## config.mk

```make
export PLATFORM = sky130hd
export DESIGN_NAME = mac_upper_regs
export DESIGN_NICKNAME = d
export VERILOG_FILES = /design/src/include/mac_upper_regs_pkg.sv /design/src/hdl/mac_upper_regs.sv
export SDC_FILE = /design/constraint.sdc
export NUM_CORES = 1
export LEC_CHECK = 0
export ABC_AREA = 1
export BUFFER_PORTS_ARGS = -buffer_cell sky130_fd_sc_hd__buf_2
export CORE_UTILIZATION = 59
export DETAILED_ROUTE_END_ITERATION = 8
export GPL_TIMING_DRIVEN = 0
export PLACE_DENSITY_LB_ADDON = 0.2
export SKIP_CTS_REPAIR_TIMING = 1
export SYNTH_ARGS = -nofsm -noshare
export SYNTH_HDL_FRONTEND = slang
export SYNTH_SLANG_ARGS = --single-unit
export TNS_END_PERCENT = 30
```

## constraint.sdc

```tcl
create_clock -name clk_i -period 2.1 [get_ports clk_i]
set_clock_uncertainty 0.15 [all_clocks]
set_input_delay 0 -clock clk_i [delete_from_list [all_inputs] [get_ports clk_i]]
set_output_delay 0 -clock clk_i [all_outputs]
set_load 0.1 [all_outputs]
```

## src/include/mac_upper_regs_pkg.sv

```systemverilog
// Register map, field layout and carrier types of the upper register bank
// Notes on behaviour
// - Each specific-address top register keeps address bits 32..47 in bits 15:0, upper half zero.
// - Bit 0 of a bottom register is the multicast flag, matched against bit 0 of the first byte.
// - A 16-bit type/length value is compared with the type/length field of received frames.
// - The pause quantum register resets to 0xffff and feeds generated pause frames.
// - With zero-quantum select set, pause frames carry quantum zero, else the programmed one.
// - Every change of the send-pause bit launches exactly one pause frame.
// - A frame is copied on external match only when the match bit and its enable are both set.
// - Interface select bit 0 chooses reduced interface at zero and full interface at one.
// - Speed, bitrate and loopback read back as mirrors; half duplex reads as inverted full duplex.
// - Bit 20 of the user I/O register shows a detected wake event and ignores writes.
// - Writing one to user I/O bits 0..3 clears them; no write ever sets a bit.
// - Four wake enables each let their receive event assert the wake pin, else it is ignored.
// - A received ARP request whose low 16 target IP bits match the IP field makes a wake event.
// - An IP field of zero never makes a wake event from the IP compare.
// - A read-only version register holds a part field above and a version number below.
// - The block runs from the system bus clock; both bus clocks come from that one tree.
package mac_upper_regs_pkg;

  localparam logic [7:0] ADDR_SA3_HIGH = 8'hac;
  localparam logic [7:0] ADDR_SA4_LOW  = 8'hb0;
  localparam logic [7:0] ADDR_SA4_HIGH = 8'hb4;
  localparam logic [7:0] ADDR_TYPE_LEN = 8'hb8;
  localparam logic [7:0] ADDR_PAUSE_Q  = 8'hbc;
  localparam logic [7:0] ADDR_USER_IO  = 8'hc0;
  localparam logic [7:0] ADDR_WAKE_CFG = 8'hc4;
  localparam logic [7:0] ADDR_IRQ_STAT = 8'hc8;
  localparam logic [7:0] ADDR_IRQ_MASK = 8'hcc;
  localparam logic [7:0] ADDR_VERSION  = 8'hfc;

  localparam logic [15:0] PAUSE_Q_RESET  = 16'hffff;
  localparam logic [15:0] WAKE_IP_RESET  = 16'hffff;
  localparam logic [3:0]  WAKE_EN_RESET  = 4'h0;
  // Arbitrary neutral identity values
  localparam logic [15:0] PART_REF_VALUE = 16'h0000;
  localparam logic [15:0] VERSION_VALUE  = 16'h0001;

  // User I/O bit positions
  localparam int UIO_IFSEL  = 0;
  localparam int UIO_EXTM   = 1;
  localparam int UIO_PAUSE  = 2;
  localparam int UIO_ZEROQ  = 3;
  localparam int UIO_LOOPB  = 16;
  localparam int UIO_HALFD  = 17;
  localparam int UIO_BITRT  = 18;
  localparam int UIO_SPEED  = 19;
  localparam int UIO_WAKE   = 20;
  localparam int WAKE_EN_LO = 16;

  // Interrupt status bits
  localparam int IRQ_WAKE  = 0;
  localparam int IRQ_PAUSE = 1;
  localparam int IRQ_SA    = 2;
  localparam int IRQ_TYPE  = 3;

  typedef struct packed {
    logic        dest_valid;
    logic [47:0] dest_addr;
    logic        type_valid;
    logic [15:0] type_len;
  } rx_frame_t;

  typedef struct packed {
    logic        mcast_hash;
    logic        sa1_hit;
    logic        arp_valid;
    logic [15:0] arp_ip;
    logic        magic;
  } wake_src_t;

  typedef struct packed {
    logic speed;
    logic bitrate;
    logic full_duplex_select;
    logic loopback;
    logic external_match_enable;
  } net_cfg_t;

  typedef struct packed {
    logic [15:0] sa3_high;
    logic [31:0] sa4_low;
    logic [15:0] sa4_high;
    logic [15:0] type_length_compare;
    logic [15:0] pause_quantum_value;
    logic [3:0]  user_bits;
    logic        pause_prev;
    logic        wake_event_detected;
    logic [3:0]  wake_en;
    logic [15:0] wake_ip;
    logic [3:0]  irq_status;
    logic [3:0]  irq_mask;
    logic [31:0] rdata;
    logic [1:0]  sa_match;
    logic        type_match;
    logic        pause_req;
    logic [15:0] pause_quantum;
  } state_t;

endpackage

```

## src/hdl/mac_upper_regs.sv

```systemverilog
// Upper MAC register bank: address filters, pause control, user I/O, wake-on-LAN
//
// Implementation choice: the plain strobed port.
`timescale 1ns/1ps
`default_nettype none
module mac_upper_regs
  import mac_upper_regs_pkg::*;
(
  input  wire logic        clk_i,
  input  wire logic        rstn_i,
  input  wire logic [7:0]  addr_i,
  input  wire logic [31:0] wdata_i,
  input  wire logic        wr_i,
  input  wire logic        rd_i,
  output logic      [31:0] rdata_o,
  input  wire logic [31:0] sa3_low_i,
  input  wire rx_frame_t   rx_i,
  input  wire wake_src_t   wake_i,
  input  wire net_cfg_t    cfg_i,
  input  wire logic [3:0]  user_set_i,
  output logic [1:0]       sa_match_o,
  output logic             type_match_o,
  output logic             pause_req_o,
  output logic [15:0]      pause_quantum_o,
  output logic             copy_frame_o,
  output logic             mii_select_o,
  output logic             wake_o,
  output logic             irq_o
);

  state_t cur_ff;
  state_t nxt_st;

  logic [47:0] sa3_addr;
  logic [47:0] sa4_addr;
  logic [3:0]  ev;
  logic        arp_hit;
  logic        wake_hit;
  logic        wr_uio;
  logic        wr_ist;

  // Low half of pair three lives in the lower bank
  assign sa3_addr = {cur_ff.sa3_high, sa3_low_i};
  assign sa4_addr = {cur_ff.sa4_high, cur_ff.sa4_low};

  // Zero IP is a wildcard hazard, so it never wakes
  assign arp_hit = wake_i.arp_valid
                 && (wake_i.arp_ip == cur_ff.wake_ip)
                 && (cur_ff.wake_ip != 16'h0000);

  assign wake_hit = (wake_i.magic      && cur_ff.wake_en[0])
                 || (arp_hit           && cur_ff.wake_en[1])
                 || (wake_i.sa1_hit    && cur_ff.wake_en[2])
                 || (wake_i.mcast_hash && cur_ff.wake_en[3]);

  assign wr_uio = wr_i && (addr_i == ADDR_USER_IO);
  assign wr_ist = wr_i && (addr_i == ADDR_IRQ_STAT);

  always_comb begin
    nxt_st = cur_ff;
    nxt_st.sa_match   = 2'b00;
    nxt_st.type_match = 1'b0;
    nxt_st.pause_req  = 1'b0;
    nxt_st.rdata      = 32'h0000_0000;

    // Full 48-bit compare, bit 0 carries the group flag
    if (rx_i.dest_valid) begin
      nxt_st.sa_match[0] = (rx_i.dest_addr == sa3_addr);
      nxt_st.sa_match[1] = (rx_i.dest_addr == sa4_addr);
    end
    if (rx_i.type_valid) begin
      nxt_st.type_match = (rx_i.type_len == cur_ff.type_length_compare);
    end

    // Write one clears; inputs set and win over the clear
    if (wr_uio) begin
      nxt_st.user_bits = cur_ff.user_bits & ~wdata_i[3:0];
    end
    nxt_st.user_bits = nxt_st.user_bits | user_set_i;

    // One frame per change of the send bit, either direction
    nxt_st.pause_prev = cur_ff.user_bits[UIO_PAUSE];
    if (cur_ff.user_bits[UIO_PAUSE] != cur_ff.pause_prev) begin
      nxt_st.pause_req = 1'b1;
      if (cur_ff.user_bits[UIO_ZEROQ]) begin
        nxt_st.pause_quantum = 16'h0000;
      end else begin
        nxt_st.pause_quantum = cur_ff.pause_quantum_value;
      end
    end

    ev = 4'h0;
    ev[IRQ_WAKE]  = wake_hit;
    ev[IRQ_PAUSE] = nxt_st.pause_req;
    ev[IRQ_SA]    = |nxt_st.sa_match;
    ev[IRQ_TYPE]  = nxt_st.type_match;

    if (wr_ist) begin
      nxt_st.irq_status = cur_ff.irq_status & ~wdata_i[3:0];
    end
    nxt_st.irq_status = nxt_st.irq_status | ev;

    // Wake flag clears with its status bit; a new event wins
    if (wr_ist && wdata_i[IRQ_WAKE]) begin
      nxt_st.wake_event_detected = 1'b0;
    end
    if (wake_hit) begin
      nxt_st.wake_event_detected = 1'b1;
    end

    if (wr_i) begin
      unique case (addr_i)
        ADDR_SA3_HIGH: begin
          nxt_st.sa3_high = wdata_i[15:0];
        end
        ADDR_SA4_LOW: begin
          nxt_st.sa4_low = wdata_i;
        end
        ADDR_SA4_HIGH: begin
          nxt_st.sa4_high = wdata_i[15:0];
        end
        ADDR_TYPE_LEN: begin
          nxt_st.type_length_compare = wdata_i[15:0];
        end
        ADDR_PAUSE_Q: begin
          nxt_st.pause_quantum_value = wdata_i[15:0];
        end
        ADDR_WAKE_CFG: begin
          nxt_st.wake_ip = wdata_i[15:0];
          nxt_st.wake_en = wdata_i[WAKE_EN_LO+3:WAKE_EN_LO];
        end
        ADDR_IRQ_MASK: begin
          nxt_st.irq_mask = wdata_i[3:0];
        end
        default: begin
        end
      endcase
    end

    // Read data stands in the cycle after the strobe
    if (rd_i) begin
      unique case (addr_i)
        ADDR_SA3_HIGH: begin
          nxt_st.rdata = {16'h0000, cur_ff.sa3_high};
        end
        ADDR_SA4_LOW: begin
          nxt_st.rdata = cur_ff.sa4_low;
        end
        ADDR_SA4_HIGH: begin
          nxt_st.rdata = {16'h0000, cur_ff.sa4_high};
        end
        ADDR_TYPE_LEN: begin
          nxt_st.rdata = {16'h0000, cur_ff.type_length_compare};
        end
        ADDR_PAUSE_Q: begin
          nxt_st.rdata = {16'h0000, cur_ff.pause_quantum_value};
        end
        ADDR_USER_IO: begin
          nxt_st.rdata[3:0]       = cur_ff.user_bits;
          nxt_st.rdata[UIO_LOOPB] = cfg_i.loopback;
          nxt_st.rdata[UIO_HALFD] = ~cfg_i.full_duplex_select;
          nxt_st.rdata[UIO_BITRT] = cfg_i.bitrate;
          nxt_st.rdata[UIO_SPEED] = cfg_i.speed;
          nxt_st.rdata[UIO_WAKE]  = cur_ff.wake_event_detected;
        end
        ADDR_WAKE_CFG: begin
          nxt_st.rdata = {12'h000, cur_ff.wake_en, cur_ff.wake_ip};
        end
        ADDR_IRQ_STAT: begin
          nxt_st.rdata = {28'h0000000, cur_ff.irq_status};
        end
        ADDR_IRQ_MASK: begin
          nxt_st.rdata = {28'h0000000, cur_ff.irq_mask};
        end
        ADDR_VERSION: begin
          nxt_st.rdata = {PART_REF_VALUE, VERSION_VALUE};
        end
        default: begin
          nxt_st.rdata = 32'h0000_0000;
        end
      endcase
    end
  end

  // Single clock domain: both bus clocks are the same tree
  always_ff @(posedge clk_i) begin
    if (!rstn_i) begin
      cur_ff <= '0;
      cur_ff.pause_quantum_value <= PAUSE_Q_RESET;
      cur_ff.wake_ip <= WAKE_IP_RESET;
      cur_ff.wake_en <= WAKE_EN_RESET;
    end else begin
      cur_ff <= nxt_st;
    end
  end

  assign rdata_o         = cur_ff.rdata;
  assign sa_match_o      = cur_ff.sa_match;
  assign type_match_o    = cur_ff.type_match;
  assign pause_req_o     = cur_ff.pause_req;
  assign pause_quantum_o = cur_ff.pause_quantum;
  assign copy_frame_o    = cur_ff.user_bits[UIO_EXTM]
                         & cfg_i.external_match_enable;
  assign mii_select_o    = cur_ff.user_bits[UIO_IFSEL];
  assign wake_o          = cur_ff.wake_event_detected;
  assign irq_o           = |(cur_ff.irq_status & cur_ff.irq_mask);

endmodule
`default_nettype wire

```

==> key figures <==
Finish
  • Share of cells above drive strength 1: a little under a fifth
  • Most frequent cells in the layout: nand2_1 (344), buf_2 (229), inv_1 (216), dfxtp_1 (182), o21ai_0 (145)
  • Fill count: between 1,000 and 1,500
  • Ant. Diodes: 0
  • Commonest non-fill, non-tap cell in the layout: nand2_1
  • Layout area overhead: 26.4%
  • Final nets: slightly below 2,000

Run status
  • Failing checks: negative hold slack
  • Status: finished, violations left

Clocking
  • Clock Pin Slew Worst Setup and Hold Paths: 0.07 ns
  • CTS Buffer Depth: 2
  • Clk root buf: clkbuf_16
  • CTS tree: built
  • Skew-Pair Late Insertion Delay: 0.45 ns
  • CTS Buf Count: 17
  • Clk sink count: roughly 180
  • H-Tree Depth: 4

Worst setup path
  • Startpoint Class: register
  • Critical path class: register to register
  • Crit-path cells: inv_1 > nand2_1 > nand2_1 > dlygate4sd3_1 > nor4_1 > nand3_1 > nor2_1
  • Top delay family on crit path: simple AND/OR/NAND/NOR gates
  • Critical Path End Type: register
  • Crit-path max cell delay: 0.54 ns
  • CP bufs+invs: 2
  • Worst path slowest cell: dlygate4sd3_1
  • Most Frequent Cell on Critical Path: nand2_1
  • CP required: ~2.3 ns
  • Critical path arrival: 2.20 ns
  • Worst-path maximum fanout: 4

Power
  • Clk pwr share: 41.8%
  • Worst VDD drop: roughly 540 uV
  • Static leakage: between 0.005 and 0.006 uW
  • Sw Pwr: around 2200 uW
  • Comb pwr share: around 14%
  • Power per Cell Area: approximately 660 mW/mm^2
  • Power share of the sequential group: 43.9%
  • Internal power: around 5800 uW
  • Net Sw Frac: approximately 28%

Timing
  • Fin crit period: 1.97 ns
  • WHS: -0.0561 ns
  • Setup_tns: 0 ns
  • Final Cycle Share: between 90 and 100%
  • Final worst slack: between 0.1 and 0.15 ns
  • Final setup fails: 0
  • Peak Freq: about 500 MHz
  • Rel. slew slack: a little under half
  • Worst Tran Pin Value: between 0.8 and 0.9 ns
  • Max-slew violations: 0
  • RSZ-0062 raised after global routing: no
  • Final hold viol count: 5

Min path
  • Hold Path Class: input pin to register

Route
  • DR DRC count: 0
  • WL per Instance: 18.0 um
  • Via count: 11,100
  • Post-route ant nets: 0
  • DRT Pass-1 Iters: 6
  • 1st-iter DRT viols: between 1,000 and 1,500
  • Vias per Instance: approximately 5.5
  • Total wire length: roughly 36,000 um

Placed design
  • HPWL Detailed: approximately 27,000 um
  • Worst slack at placement: approximately 0.00097 ns
  • RD Place Congestion: approximately 1
  • Port buffer count: 220

Synthesis
  • Syn_nets: around 1,600
  • Seq/Total Area, Yosys: 38.1%
  • Yosys warning count: 0
  • Post-Syn Instances: between 1,000 and 1,500
  • Post-synth EDFFs: 0
  • Yosys cell types: 37
  • Top_reg_cell synth: dfxtp_1
  • Synthesized flop and latch total: about 180
  • Post-Syn Area per Cell: 6.50 um^2
  • Mapped cell area: ~0.0096 mm^2
  • Asr flop ratio synth: 0%

Flow run
  • Max Cap Viol: 0

Floorplan
  • # IOs: between 200 and 250
  • Initial core utilization: between 60 and 70%
  • Core area: 0.0159 mm^2
  • FP Rows: 46
  • Die Ht: 129 um
  • Die ar.: 0.0167 mm^2
  • Die width: 129 um

GRT
  • Overflow after GRT: 0
  • Gr usage total: a little over two fifths
  • Pin count of the biggest net entering global routing: 17
  • Initial antenna violation count: 1
  • Global-route wire length before repair: roughly 52,000 um
  • Vias in the first global route: 9,705
## power groups by stage
stage / Clock (uW) / Sequential, uW / Combinational, uW
4_1_cts: 3340 / 3520 / 1030
6_report: 3350 / 3520 / 1140
3_5_place_dp: 0 / 3600 / 1030
3_3_place_gp: 0 / 3600 / 1020
2_1_floorplan: 0 / 3610 / 611
5_1_grt: 3460 / 3520 / 1210
## per-stage QoR
stage          total power, uW  cell area, um^2  hold slack [ns]  util (%)  cells
2_1_floorplan             4220             9570          -0.0326         -   1472
3_3_place_gp              4620            10900           0.0573      68.9   1908
3_5_place_dp              4630            10900           0.0653      68.9   1908
4_1_cts                   7890            11500           -0.385      72.7   1940
5_1_grt                   8200            12100          0.00950      76.1   1995
6_report                  8010            12100          -0.0561      76.1   1995
## synth_stat cells, types with 7 or more instances
master | instances | area [um^2]
nand4_1 | 9 | 56.3
clkbuf_1 | 36 | 135
o21ai_1 | 10 | 50.1
buf_2 | 9 | 45.0
buf_4 | 56 | 420
nand3_1 | 74 | 370
nor2_1 | 141 | 529
o22ai_1 | 31 | 194
xnor2_1 | 15 | 131
nand2_2 | 7 | 43.8
nand2_1 | 344 | 1290
dfxtp_1 | 182 | 3640
o21ai_0 | 145 | 726
a21oi_1 | 139 | 696
xor2_1 | 11 | 96.3
inv_1 | 216 | 811
## sequential cells by signal (all words and copies together) (netlist names)
register	flops
cur_ff	128
wake_o	1
pause_quantum_o	16
pause_req_o	1
sa_match_o	2
type_match_o	1
mii_select_o	1
rdata_o	32
## worst paths after layout
kind / start / to / slack, ns / cells after the start
setup / recovery: cur_ff[104] / type_match_o / 0.13 / 7
hold / removal: addr_i[4] / rdata_o[20] / -0.06 / 6
setup reg to reg: cur_ff[104] / type_match_o / 0.13 / 7
hold reg to reg: cur_ff[84] / cur_ff[81] / 0.30 / 2
## layout make-up
cell class	instances	area, um^2	area share (%)
multi-input combinational	961	4460	36.9
sequential	182	3640	30.1
timing repair buffer	275	1650	13.7
inverter	224	841	6.95
buffer	105	624	5.16
clock buffer	19	433	3.58
tap	216	270	2.23
clock inverter	13	171	1.42
## metal layers
layer	vias up	wire (um)	GRT usage, %
met3	138	4150	7.64
li1	5229	-	-
met5	-	13	0
met2	806	15800	65.6
met4	2	1920	25.0
met1	4887	13900	54.0
## worst min-delay path, cell delays in order
cell and delay [ns]:
buf_2 0.11, nor2_1 0.04, nand2_1 0.09, o21ai_0 0.11, nand2_1 0.09, a21oi_1 0.05
## cell families after synthesis
group | after synthesis | share of synthesized area (%)
buffers and inverters | 329 | 15.3
flip-flops | 182 | 38.1
XOR/XNOR | 26 | 2.38
AO/OA/AOI/OAI | 342 | 18.8
AND/OR/NAND/NOR | 593 | 25.5
(Power assumes the default switching activity.)
